$ cat src/design/cspf_pkg.sv
package cspf_pkg;

  // Setpoint held as a count of 0.2 V steps above the 3.6 V floor
  localparam int unsigned SETPT_W       = 3;
  localparam logic [2:0]  SETPT_FLOOR   = 3'h0;  // 3.6 V
  localparam logic [2:0]  SETPT_CEIL    = 3'h7;  // 5.0 V
  localparam logic [2:0]  SETPT_STEP    = 3'h1;  // 0.2 V
  localparam logic [2:0]  SETPT_RESET   = 3'h7;  // 5.0 V after start-up

  // Clock
  localparam int unsigned CLK_PERIOD_NS = 10;

  // Short timeout: 128 ms nominal
  localparam int unsigned SHORT_TIMEOUT_MS     = 128;
  localparam int unsigned SHORT_TIMEOUT_CYCLES = SHORT_TIMEOUT_MS * 1000000 / CLK_PERIOD_NS;

  // Pattern timeout default (not given numerically); plain default
  localparam int unsigned PATTERN_TIMEOUT_MS     = 100;
  localparam int unsigned PATTERN_TIMEOUT_CYCLES = PATTERN_TIMEOUT_MS * 1000000 / CLK_PERIOD_NS;

  // Pattern pulse timing: minimum and maximum high/low durations, in us
  localparam int unsigned PULSE_MIN_US     = 100;
  localparam int unsigned PULSE_MAX_US     = 1000;
  localparam int unsigned PULSE_MIN_CYCLES = (PULSE_MIN_US * 1000 + CLK_PERIOD_NS - 1) / CLK_PERIOD_NS;
  localparam int unsigned PULSE_MAX_CYCLES = PULSE_MAX_US * 1000 / CLK_PERIOD_NS;
  // Long high pulse marks a step-up, short high pulse a step-down
  localparam int unsigned LONG_HIGH_US     = 500;
  localparam int unsigned LONG_HIGH_CYCLES = LONG_HIGH_US * 1000 / CLK_PERIOD_NS;
  // Pulses per complete pattern
  localparam int unsigned PATTERN_PULSES   = 3;

  // Width of the cycle counters
  localparam int unsigned CNT_W = 27;

  typedef enum logic [4:0] {
    CSPF_OFF     = 5'h01,  // Supply below cutoff, waiting for start threshold
    CSPF_RUN     = 5'h02,  // Switching
    CSPF_DISCH   = 5'h04,  // Latched fault, discharge to cutoff then restart
    CSPF_HICCUP  = 5'h08,  // Short hiccup, discharge and restart
    CSPF_HOT     = 5'h10   // Over-temperature stop
  } cspf_state_e;

endpackage

$ cat src/design/cspf_ctrl.sv
// Overview of operation
// - Step-down pattern lowers setpoint 0.2 V
// - Step-up pattern raises setpoint 0.2 V
// - Step-down ignored at 3.6 V floor
// - Long low pin returns setpoint to 5 V
// - Any protection event restores 5 V setpoint
// - Missing zero falling edge stops switching
// - Overvoltage shuts down, discharges to cutoff
// - Open feedback acts like overvoltage shutdown
// - After discharge, restart from start state
// - Low feedback for timeout declares short
// - Short causes hiccup until low feedback clears
// - Over-temperature stops switching immediately
// - Cooling before cutoff resumes, else hiccup
// - Short timeout is 128 ms nominal
// - Short threshold compared during hiccup too
`timescale 1ns/1ps
`default_nettype none

module cspf_ctrl
  import cspf_pkg::*;
#(
  parameter int unsigned SHORT_CYCLES   = SHORT_TIMEOUT_CYCLES,
  parameter int unsigned PATTERN_CYCLES = PATTERN_TIMEOUT_CYCLES,
  parameter int unsigned PMIN_CYCLES    = PULSE_MIN_CYCLES,
  parameter int unsigned PMAX_CYCLES    = PULSE_MAX_CYCLES,
  parameter int unsigned PLONG_CYCLES   = LONG_HIGH_CYCLES
) (
  input  wire logic                 core_clk_i,
  input  wire logic                 reset_n_i,
  input  wire logic                 load_filter_high_i,    // Pin above pattern high level
  input  wire logic                 load_filter_low_i,     // Pin below filter_low_threshold
  input  wire logic                 sense_over_i,          // Winding sense above 7.5 V
  input  wire logic                 sense_short_i,         // Winding sense below short_sense_threshold
  input  wire logic                 sense_zero_edge_i,     // Falling edge to 0 V seen
  input  wire logic                 cycle_end_i,           // End of a switching cycle
  input  wire logic                 temp_over_i,           // Junction at 140 C
  input  wire logic                 temp_cool_i,           // Junction at or below 100 C
  input  wire logic                 supply_start_i,        // Supply above supply_start_threshold
  input  wire logic                 supply_low_i,          // Supply at supply_low_cutoff
  output logic                      switch_en_o,
  output logic                      internal_load_o,
  output logic [SETPT_W-1:0]        setpoint_o,
  output logic                      fault_o
);

  // Two-flop synchronisers on all analog comparator inputs
  // The first stage is read by the second stage only
  localparam int unsigned NSYNC = 10;
  logic [NSYNC-1:0] sync1_q;
  logic [NSYNC-1:0] sync2_q;
  always_ff @(posedge core_clk_i or negedge reset_n_i) begin
    if (!reset_n_i) begin
      sync1_q <= '0;
      sync2_q <= '0;
    end else begin
      sync1_q <= {load_filter_high_i, load_filter_low_i, sense_over_i, sense_short_i, sense_zero_edge_i,
                  cycle_end_i, temp_over_i, temp_cool_i, supply_start_i, supply_low_i};
      sync2_q <= sync1_q;
    end
  end

  // Synchronised comparator levels, in the order of the flop vector
  logic pin_high;
  logic pin_low;
  logic over;
  logic short_s;
  logic zero_edge;
  logic cyc_end;
  logic hot;
  logic cool;
  logic sup_start;
  logic sup_low;
  assign {pin_high, pin_low, over, short_s, zero_edge, cyc_end, hot, cool, sup_start, sup_low} = sync2_q;

  // Saturating counter step, shared by all duration counters
  function automatic logic [CNT_W-1:0] sat_inc(input logic [CNT_W-1:0] v);
    sat_inc = (&v) ? v : v + 1'b1;
  endfunction

  // Stopped fault states, shared by the load and fault outputs
  function automatic logic stopped_fault(input cspf_state_e s);
    stopped_fault = (s == CSPF_DISCH) || (s == CSPF_HICCUP) || (s == CSPF_HOT);
  endfunction

  cspf_state_e state_q;
  logic        running;
  assign running = (state_q == CSPF_RUN);

  // Zero-edge seen during the current switching cycle
  // Clear wins over a same-cycle edge, which no_edge already credits to the closing cycle
  logic edge_seen_q;
  always_ff @(posedge core_clk_i or negedge reset_n_i) begin
    if (!reset_n_i) begin
      edge_seen_q <= 1'b0;
    end else if (!running || cyc_end) begin
      edge_seen_q <= 1'b0;
    end else if (zero_edge) begin
      edge_seen_q <= 1'b1;
    end
  end

  // A cycle that closes without its edge is a fault (continuous conduction or open feedback)
  logic no_edge;
  assign no_edge = running && cyc_end && !edge_seen_q && !zero_edge;

  // Short timer counts only while sense stays under threshold, in run or hiccup
  // Any sample above threshold restarts the count, so brief dips never trip it
  logic [CNT_W-1:0] short_cnt_q;
  always_ff @(posedge core_clk_i or negedge reset_n_i) begin
    if (!reset_n_i) begin
      short_cnt_q <= '0;
    end else if (!short_s || !(running || state_q == CSPF_HICCUP)) begin
      short_cnt_q <= '0;
    end else begin
      short_cnt_q <= sat_inc(short_cnt_q);
    end
  end
  logic short_hit;
  assign short_hit = running && (short_cnt_q >= CNT_W'(SHORT_CYCLES - 1));

  logic prot_event;
  assign prot_event = running && (over || no_edge || short_hit || hot);

  // Protection sequencing; supply must pass cutoff before any restart except the cool-down return from HOT to RUN
  always_ff @(posedge core_clk_i or negedge reset_n_i) begin
    if (!reset_n_i) begin
      state_q <= CSPF_OFF;
    end else begin
      case (state_q)
        CSPF_OFF: begin
          if (sup_start && !sup_low) begin
            state_q <= CSPF_RUN;
          end
        end
        CSPF_RUN: begin
          // Supply loss first: nothing can be sequenced once the supply is gone
          if (sup_low) begin
            state_q <= CSPF_OFF;
          end else if (over || no_edge) begin
            state_q <= CSPF_DISCH;
          end else if (short_hit) begin
            state_q <= CSPF_HICCUP;
          end else if (hot) begin
            state_q <= CSPF_HOT;
          end
        end
        CSPF_DISCH: begin
          if (sup_low) begin
            state_q <= CSPF_OFF;
          end
        end
        CSPF_HICCUP: begin
          // Restart from the cutoff; the timer decides again on the next start
          if (sup_low) begin
            state_q <= CSPF_OFF;
          end
        end
        CSPF_HOT: begin
          if (cool) begin
            state_q <= CSPF_RUN;
          end else if (sup_low) begin
            state_q <= CSPF_OFF;
          end
        end
        default: state_q <= CSPF_OFF;
      endcase
    end
  end

  // A restart while still hot passes through RUN for one cycle only:
  // prot_event gates switch_en_o in that cycle, so no switching pulse escapes,
  // and the state falls back to HOT until the junction has cooled

  // Pattern decoder: count high and low phase durations
  logic             pin_high_q;
  logic [CNT_W-1:0] phase_cnt_q;
  logic [1:0]       pulses_q;
  logic             pat_up_q;
  logic             pat_valid_q;
  logic             rise;
  logic             fall;
  assign rise = pin_high && !pin_high_q;
  assign fall = !pin_high && pin_high_q;

  // Delayed pin level; resets to the idle low level so no false edge follows reset
  always_ff @(posedge core_clk_i or negedge reset_n_i) begin
    if (!reset_n_i) begin
      pin_high_q <= 1'b0;
    end else begin
      pin_high_q <= pin_high;
    end
  end

  // Phase length, restarted on each pin edge; a count of n means n+1 cycles
  always_ff @(posedge core_clk_i or negedge reset_n_i) begin
    if (!reset_n_i) begin
      phase_cnt_q <= '0;
    end else if (rise || fall) begin
      phase_cnt_q <= '0;
    end else begin
      phase_cnt_q <= sat_inc(phase_cnt_q);
    end
  end

  logic dur_ok;
  logic dur_long;
  assign dur_ok   = (phase_cnt_q >= CNT_W'(PMIN_CYCLES)) && (phase_cnt_q <= CNT_W'(PMAX_CYCLES));
  assign dur_long = (phase_cnt_q >= CNT_W'(PLONG_CYCLES));

  // A pattern is PATTERN_PULSES high pulses of one kind, each within bounds
  logic pat_done_up;
  logic pat_done_dn;
  always_ff @(posedge core_clk_i or negedge reset_n_i) begin
    if (!reset_n_i) begin
      pulses_q    <= 2'h0;
      pat_up_q    <= 1'b0;
      pat_valid_q <= 1'b0;
    end else if (!running) begin
      pulses_q    <= 2'h0;
      pat_valid_q <= 1'b0;
    end else if (fall) begin
      if (!dur_ok || (pulses_q != 2'h0 && dur_long != pat_up_q)) begin
        pulses_q    <= 2'h0;
        pat_valid_q <= 1'b0;
      end else if (pulses_q == 2'(PATTERN_PULSES - 1)) begin
        pulses_q    <= 2'h0;
        pat_valid_q <= 1'b0;
      end else begin
        pulses_q    <= pulses_q + 2'h1;
        pat_up_q    <= dur_long;
        pat_valid_q <= 1'b1;
      end
    end else if (rise && !dur_ok && pulses_q != 2'h0) begin
      pulses_q    <= 2'h0; // Low gap out of bounds aborts
      pat_valid_q <= 1'b0;
    end
  end
  assign pat_done_up = running && fall && dur_ok && pat_valid_q && pat_up_q && dur_long
                       && (pulses_q == 2'(PATTERN_PULSES - 1));
  assign pat_done_dn = running && fall && dur_ok && pat_valid_q && !pat_up_q && !dur_long
                       && (pulses_q == 2'(PATTERN_PULSES - 1));

  // Pattern timeout: pin held below low threshold
  logic [CNT_W-1:0] low_cnt_q;
  always_ff @(posedge core_clk_i or negedge reset_n_i) begin
    if (!reset_n_i) begin
      low_cnt_q <= '0;
    end else if (!pin_low) begin
      low_cnt_q <= '0;
    end else begin
      low_cnt_q <= sat_inc(low_cnt_q);
    end
  end
  logic timeout_hit;
  assign timeout_hit = (low_cnt_q > CNT_W'(PATTERN_CYCLES));

  // Setpoint; protection wins over any pattern in the same cycle, timeout only while below 5 V
  // In HOT the setpoint was already forced to 5 V on entry, so it is left alone
  always_ff @(posedge core_clk_i or negedge reset_n_i) begin
    if (!reset_n_i) begin
      setpoint_o <= SETPT_RESET;
    end else if (!running && state_q != CSPF_HOT) begin
      setpoint_o <= SETPT_CEIL; // Fresh start-up always at 5 V
    end else if (prot_event) begin
      setpoint_o <= SETPT_CEIL;
    end else if (timeout_hit && setpoint_o != SETPT_CEIL) begin
      setpoint_o <= SETPT_CEIL;
    end else if (pat_done_dn && setpoint_o != SETPT_FLOOR) begin
      setpoint_o <= setpoint_o - SETPT_STEP;
    end else if (pat_done_up && setpoint_o != SETPT_CEIL) begin
      setpoint_o <= setpoint_o + SETPT_STEP;
    end
  end

  // Switching enable; drops at the same edge at which the state leaves RUN
  always_ff @(posedge core_clk_i or negedge reset_n_i) begin
    if (!reset_n_i) begin
      switch_en_o <= 1'b0;
    end else begin
      switch_en_o <= running && !prot_event && !sup_low;
    end
  end

  // Internal circuitry kept on to bleed the supply in every stopped fault state
  always_ff @(posedge core_clk_i or negedge reset_n_i) begin
    if (!reset_n_i) begin
      internal_load_o <= 1'b0;
    end else begin
      internal_load_o <= (running && prot_event) || stopped_fault(state_q);
    end
  end

  // Fault flag follows the same stop condition as the internal load
  always_ff @(posedge core_clk_i or negedge reset_n_i) begin
    if (!reset_n_i) begin
      fault_o <= 1'b0;
    end else begin
      fault_o <= (running && prot_event) || stopped_fault(state_q);
    end
  end

endmodule

`default_nettype wire

$ cat config.mk
export PLATFORM = sky130hd
export DESIGN_NAME = cspf_ctrl
export DESIGN_NICKNAME = d
export VERILOG_FILES = /design/src/design/cspf_pkg.sv /design/src/design/cspf_ctrl.sv
export SDC_FILE = /design/constraint.sdc
export NUM_CORES = 1
export LEC_CHECK = 0
export ABC_AREA = 1
export BUFFER_PORTS_ARGS = -buffer_cell sky130_fd_sc_hd__buf_4
export CAP_MARGIN = 0
export CORE_AREA = 2 2 127 129
export DETAILED_ROUTE_END_ITERATION = 7
export DIE_AREA = 0 0 129 131
export SLEW_MARGIN = 15
export SYNTH_ARGS = -nofsm -noshare
export SYNTH_HDL_FRONTEND = slang
export SYNTH_SLANG_ARGS = --single-unit
$ cat constraint.sdc
create_clock -name core_clk_i -period 2.8 [get_ports core_clk_i]
set_input_delay 0.56 -clock core_clk_i [delete_from_list [all_inputs] [get_ports core_clk_i]]
set_output_delay 0.56 -clock core_clk_i [all_outputs]
set_load 0.03 [all_outputs]
==> results of run 1 <==
[power breakdown]
part / total (mW) / switching [mW] / internal (mW)
Combinational: 0.312 / 0.216 / 0.0956
Sequential: 1.78 / 0.0335 / 1.75
Clock: 2.28 / 0.854 / 1.42
[stage by stage]
stage                     instances  area, um^2  utilization  total power [mW]  hold WS (ps)
final                          1172        7860        0.504              4.37          87.8
after global routing           1172        7860        0.504              4.55           123
after CTS                      1172        7860        0.504              4.41           101
after detailed placement       1140        7250        0.465              2.12           336
after global placement         1140        7250        0.465              2.12           333
after floorplan                 913        6840            -              1.99           264
[sequential cells by signal (all words and copies together), names as in the netlist]
signal,cells
short_cnt_q,27
phase_cnt_q,27
sync2_q,10
fault_o,1
pat_valid_q,1
sync1_q,10
switch_en_o,1
state_q,5
pin_high_q,1
pulses_q,2
edge_seen_q,1
setpoint_o,3
low_cnt_q,27
pat_up_q,1
[cell type report]
type / count / area [um^2] / share of cell area
well taps: 216 / 270 / 0.0344
flip-flops and latches: 117 / 2930 / 0.373
clock inverters: 15 / 190 / 0.0242
clock buffers: 17 / 425 / 0.0541
repair buffers: 26 / 208 / 0.0264
multi-input cells: 638 / 3300 / 0.420
inverters: 143 / 537 / 0.0683
[metal layers]
layer  routed length [um]  share of wire  global-route usage  up-vias
met1                 7920           0.49               0.293     2818
met2                 7210           0.45               0.321      174
met3                  815          0.050              0.0432       24
li1                     -              -                   -     3070
met5                    0              0                   0        -
met4                  210          0.013              0.0588        0
[final timing paths]
| check | start | endpoint | slack, ps | cells after the start |
|---|---|---|---|---|
| max in group asynchronous | reset_n_i | phase_cnt_q[12] | 1990 | 2 |
| worst max-delay path | phase_cnt_q[18] | setpoint_o[2] | 490 | 15 |
| worst min-delay path | reset_n_i | short_cnt_q[11] | 90 | 1 |
| worst min register to register | sync1_q[5] | sync2_q[5] | 350 | 0 |
| worst max register to register | phase_cnt_q[18] | setpoint_o[2] | 490 | 15 |
| min in group core_clk_i | sense_over_i | sync1_q[7] | 240 | 1 |
[cells in the final DEF (no fill, tap or decap), types with 13 or more instances in the layout]
| cell | Yosys | final |
|---|---|---|
| sky130_fd_sc_hd__nor4_1 | 17 | 17 |
| sky130_fd_sc_hd__inv_1 | 130 | 130 |
| sky130_fd_sc_hd__o21ai_0 | 47 | 47 |
| sky130_fd_sc_hd__nand3_1 | 65 | 65 |
| sky130_fd_sc_hd__clkbuf_16 | 0 | 17 |
| sky130_fd_sc_hd__buf_4 | 2 | 25 |
| sky130_fd_sc_hd__a21oi_1 | 27 | 27 |
| sky130_fd_sc_hd__nor3_1 | 44 | 44 |
| sky130_fd_sc_hd__nor2_1 | 117 | 117 |
| sky130_fd_sc_hd__xor2_1 | 13 | 13 |
| sky130_fd_sc_hd__dfrtp_1 | 113 | 113 |
| sky130_fd_sc_hd__a31oi_1 | 15 | 15 |
| sky130_fd_sc_hd__nand2_1 | 173 | 173 |
| sky130_fd_sc_hd__nand4_1 | 29 | 29 |
[kinds of logic after synthesis]
logic type	after synthesis	share of synthesized area
buffers and inverters	158	0.0887
adder cells (fa/ha/maj)	8	0.0157
AO/OA/AOI/OAI	117	0.0971
XOR/XNOR	16	0.0205
flip-flops	117	0.429
AND/OR/NAND/NOR	497	0.349
==> results.py, run 1 <==
metrics = {
    "run_status": {
        "result_of_the_run": "finished clean",
    },
    "timing": {
        "tightest_slew_ps": 554,
        "clock.fmax_ghz": 0.432,
        "setup_tns_ps": 0,
        "final-max-slew-violation-count": 0,
        "timing.slew.headroom": 0.631,
        "finalHoldViolations": 0,
        "final.min_clock_period_ps": 2310,
        "grt_setup_unrepaired": "false",
        "layout_worst_path_cycle_share": 0.826,
        "skew_ps": 4.53,
        "timing.final.setup_violations": 0,
        "layout_setup_ws_ps": 487,
    },
    "clock_tree": {
        "cts.sinks": 117,
        "root_buffer": "sky130_fd_sc_hd__clkbuf_16",
        "post_cts.resized_instances": 0,
        "cts-root-to-sink-buffers": 2,
        "worst_skew_pair.late_latency_ps": 420,
        "cts_buffers": 17,
        "holdBufCountCts": 0,
        "setup_bufs_post_cts": 0,
        "clkTransAtPathRegs_ps": 60,
        "tritoncts_clock_tree": "yes",
        "cts.htree.levels": 4,
    },
    "synthesis": {
        "synth.ff_latch_count": 117,
        "synth_flop_cell": "sky130_fd_sc_hd__dfrtp_1",
        "mappedNetlistNets": 933,
        "post_synth_instance_area_um2": 6840,
        "postSynthCellCount": 913,
        "yosysMostFrequentCell": "sky130_fd_sc_hd__nand2_1",
        "avgSynthCellArea_um2": 7.49,
        "number_of_synthesized_flops_with_an_enable_pin": 0,
        "netlist.area_leader.share": 0.413,
        "post_synth_main_area_contributors": "sky130_fd_sc_hd__dfrtp_1, sky130_fd_sc_hd__nand2_1, sky130_fd_sc_hd__inv_1, sky130_fd_sc_hd__nor2_1, sky130_fd_sc_hd__nand3_1",
        "synth_seq_area_share": 0.429,
        "synth.cells.most_frequent": "sky130_fd_sc_hd__nand2_1, sky130_fd_sc_hd__inv_1, sky130_fd_sc_hd__nor2_1, sky130_fd_sc_hd__dfrtp_1, sky130_fd_sc_hd__nand3_1",
        "synth.largest_area_cell": "sky130_fd_sc_hd__dfrtp_1",
        "ys_warn_count": 0,
        "async_reset_ff_frac": 1.00,
        "synthDistinctLibCells": 43,
    },
    "critical_path": {
        "worst-endpoint-required_ps": 3150,
        "critPathBufInv": 2,
        "setup.worst_path.end_class": "register",
        "critical_path.slowest_cell": "sky130_fd_sc_hd__dfrtp_1",
        "cp.arrival_ps": 2660,
        "crit_path_max_incr_delay_ps": 410,
        "crit_type": "register to register",
        "timing.critical_path.mode_cell": "sky130_fd_sc_hd__nand2_1",
        "timing.critical_path.max_delay_family": "simple AND/OR/NAND/NOR gates",
        "worstPathCellList": "nor2_1, inv_1, nor3_1, nand2_1, nor2_1, nand3b_1, nor2_1, nand2_1, fa_1, inv_1, nand3_1, nand2_1, nand2_1, nand2_1, nand3_1",
        "timing.critical_path.fanout_max": 4,
        "startpoint_type_of_the_worst_setup_path": "register",
    },
    "drt": {
        "wl_um": 16200,
        "drc": 0,
        "post_drt_via_cell_ratio": 5.19,
        "ant_nets": 0,
        "firstDrtPassIters": 5,
        "detailedRoute.firstIterationViolations": 598,
        "vias": 6086,
        "detail_route.wl_per_cell_um": 13.8,
    },
    "die": {
        "die-area_um2": 16900,
        "initial_cell_density_of_the_core": 0.438,
        "rows": 46,
        "pin_count": 18,
        "floorplan.die.width_um": 129,
        "floorplan.core_area_um2": 15600,
        "fp.dieH_um": 131,
    },
    "place": {
        "place_worst_setup_slack_ps": 521,
        "place.port_buffers": 17,
        "detailed_place_hpwl_um": 11800,
        "routabilityCongestion": 0.902,
    },
    "finish": {
        "n_antenna_cell": 0,
        "area.growth.synth_to_final_pct": 15.0,
        "num-nets-final": 963,
        "filler_cell_count": 1499,
        "post_route_cells_drive_above_1_share": 0.130,
    },
    "global_routing": {
        "grt_pass1_vias": 5757,
        "globalRouteOverflowTotal": 0,
        "track_usage": 0.206,
        "global_route_wire_length_before_repair_um": 27500,
        "grt_antenna_before_repair": 0,
        "grt_max_degree": 45,
    },
    "power_and_ir_drop": {
        "power.static_leakage_nw": 3.76,
        "pwr_density_cell_nw_per_um2": 555,
        "peakVddDrop_v": 0.000516,
    },
    "hold_path": {
        "hold_crit_class": "input pin to asynchronous set/reset pin",
    },
    "job": {
        "maxCapViolations": 0,
    },
}
Note: power is estimated with default switching activity, not from simulation.
==> inputs of run 2 (changes only) <==
Clock period 2.8 ns to 2.3 ns, I/O delays scaled along.
==> run 2 against run 1 <==
Against the previous run:
- global-route usage is 0.43 points higher
- first-iteration DRC count is 6.7% lower
- register-to-register slack worse by 310 ps
- combinational power is 29% higher
- sequential share of layout area is 1.2 points lower
- count of clock-buffer cells in the layout stayed put
- routed wire length is 3.0% higher
- critical endpoint unchanged
- worst setup slack worse by 310 ps
- die area stayed put
- critical path depth is 1 higher
- core utilization is 1.7 points higher
==> results.py, run 2 (synthesis results as in run 1) <==
metrics = {
    "timing": {
        "clock.fmax_ghz": 0.470,
        "final-max-slew-violation-count": 0,
        "final.min_clock_period_ps": 2130,
        "tightest_slew_ps": 598,
        "finalHoldViolations": 0,
        "layout_worst_path_cycle_share": 0.925,
        "skew_ps": 6.86,
        "layout_setup_ws_ps": 172,
        "timing.slew.headroom": 0.598,
        "timing.final.setup_violations": 0,
    },
    "drt": {
        "wl_um": 16600,
        "detail_route.wl_per_cell_um": 13.9,
        "vias": 6202,
        "detailedRoute.firstIterationViolations": 558,
        "ant_nets": 0,
        "firstDrtPassIters": 6,
        "drc": 0,
        "post_drt_via_cell_ratio": 5.17,
    },
    "critical_path": {
        "reg2regPathDepth": 16,
        "cp.arrival_ps": 2490,
        "timing.critical_path.mode_cell": "sky130_fd_sc_hd__nand2_1",
        "crit_path_max_incr_delay_ps": 480,
        "worst-endpoint-required_ps": 2660,
        "timing.critical_path.fanout_max": 6,
        "crit_type": "register to register",
        "setup.worst_path.end_class": "register",
        "startpoint_type_of_the_worst_setup_path": "register",
        "critical_path.slowest_cell": "sky130_fd_sc_hd__dfrtp_1",
        "worstPathCellList": "nand2_1, nor2_1, nand3_1, nor2_1, nand2_1, nand2_2, nand3_4, nor2_4, nand2_2, fa_2, inv_2, nand3_1, nand2_1, nand2_1, nand2_1, nand3_1",
    },
    "finish": {
        "post_route_cells_drive_above_1_share": 0.182,
        "area.growth.synth_to_final_pct": 18.9,
        "n_antenna_cell": 0,
        "num-nets-final": 991,
        "mostFrequentLayoutCell": "sky130_fd_sc_hd__nand2_1",
        "layout_top_registers": "low_cnt_q: 27 flops, phase_cnt_q: 27 flops, short_cnt_q: 27 flops",
        "most_frequent_cells_in_the_layout": "sky130_fd_sc_hd__nand2_1, sky130_fd_sc_hd__inv_1, sky130_fd_sc_hd__nor2_1",
    },
    "power_and_ir_drop": {
        "combinationalPowerShare": 0.077,
        "swShare": 0.274,
        "power.static_leakage_nw": 3.88,
        "power.switching_mw": 1.43,
        "overall_power_mw": 5.21,
        "peakVddDrop_v": 0.000539,
        "seq_power_share": 0.416,
        "intPower_mw": 3.78,
        "p_clk_frac": 0.507,
        "pwr_density_cell_nw_per_um2": 640,
    },
    "global_routing": {
        "grt_max_degree": 56,
        "global_route_wire_length_before_repair_um": 27800,
        "track_usage": 0.211,
        "grt_pass1_vias": 5676,
        "globalRouteOverflowTotal": 0,
        "grt_antenna_before_repair": 0,
    },
    "clock_tree": {
        "worst_skew_pair.late_latency_ps": 440,
        "cts.htree.levels": 4,
        "root_buffer": "sky130_fd_sc_hd__clkbuf_16",
        "cts-root-to-sink-buffers": 2,
        "clkTransAtPathRegs_ps": 60,
        "cts_buffers": 17,
        "cts.sinks": 117,
        "tritoncts_clock_tree": "yes",
    },
    "die": {
        "floorplan.die.width_um": 129,
        "rows": 46,
        "pin_count": 18,
        "initial_cell_density_of_the_core": 0.438,
        "floorplan.core_area_um2": 15600,
        "die-area_um2": 16900,
        "fp.dieH_um": 131,
    },
    "job": {
        "maxCapViolations": 0,
    },
    "place": {
        "place.port_buffers": 17,
        "place_worst_setup_slack_ps": 50.4,
        "routabilityCongestion": 0.899,
        "detailed_place_hpwl_um": 12100,
    },
    "hold_path": {
        "hold_crit_class": "input pin to register",
        "min_path_cells": 1,
    },
    "run_status": {
        "result_of_the_run": "finished clean",
    },
}
==> run 2: cell count changes in the layout (fill, tap and decap cells not counted), moves of 5 or more <==
cell / delta
sky130_fd_sc_hd__buf_4: +26
sky130_fd_sc_hd__nand2_2: +5
sky130_fd_sc_hd__dfrtp_1: -6
sky130_fd_sc_hd__nor2_1: -8
sky130_fd_sc_hd__dfrtp_2: +6
sky130_fd_sc_hd__nand2_1: -5
sky130_fd_sc_hd__nor2_2: +6
==> run 2: power groups by stage <==
stage | registers, mW | clock network (mW) | logic, mW
6_report | 2.16 | 2.64 | 0.402
5_1_grt | 2.17 | 2.78 | 0.452
4_1_cts | 2.16 | 2.69 | 0.399
3_5_place_dp | 2.20 | 0 | 0.396
3_3_place_gp | 2.20 | 0 | 0.398
2_1_floorplan | 2.20 | 0 | 0.222
==> run 2: repair_timing <==
action                     4_1_cts  5_1_grt
gates resized for setup          0       32
hold endpoints to repair        27        0
hold buffers                     1        0
setup endpoints to repair        0        2
buffers inserted                 0       12
==> run 2: routing by layer <==
layer  track usage  wire length, um
met1         0.295             8120
met3        0.0419              718
met2         0.326             7510
met4        0.0767              300
met5             0                0
==> run 2: metrics by stage <==
stage | setup TNS (ps) | hold slack (ps) | cell area (um^2) | util | instances
final | 0 | 127 | 8130 | 0.521 | 1200
after CTS | 0 | 109 | 7970 | 0.511 | 1188
after global routing | -34.4 | 110 | 8130 | 0.521 | 1200
after floorplan | 0 | 164 | 6840 | - | 913
after global placement | 0 | 333 | 7370 | 0.473 | 1155
after detailed placement | 0 | 335 | 7370 | 0.473 | 1155
==> run 2: area by class of cell <==
cell class                 instances  area, um^2
clock buffer                      17         425
clock inverter                    15         158
fill                            1481        7460
inverter                         143         537
multi-input combinational        638        3370
sequential                       117        2940
tap                              216         270
timing repair buffer              54         433
==> run 2: final timing paths <==
kind                                  from              end  slack, ps
setup / recovery           phase_cnt_q[15]    setpoint_o[2]        170
hold / removal                sense_over_i       sync1_q[7]        130
setup reg to reg           phase_cnt_q[15]    setpoint_o[2]        170
hold reg to reg                 sync1_q[5]       sync2_q[5]        350
max in group asynchronous        reset_n_i  phase_cnt_q[14]       1130
min in group asynchronous        reset_n_i  short_cnt_q[11]        500
==> run 2: worst max-delay path: cells and delay by family, from the launching register on <==
kind                       cells  cell delay [ps]
DFF                            1              480
buffers and inverters          1               60
adders and majority gates      1              330
and+or+nand+nor               14             1200
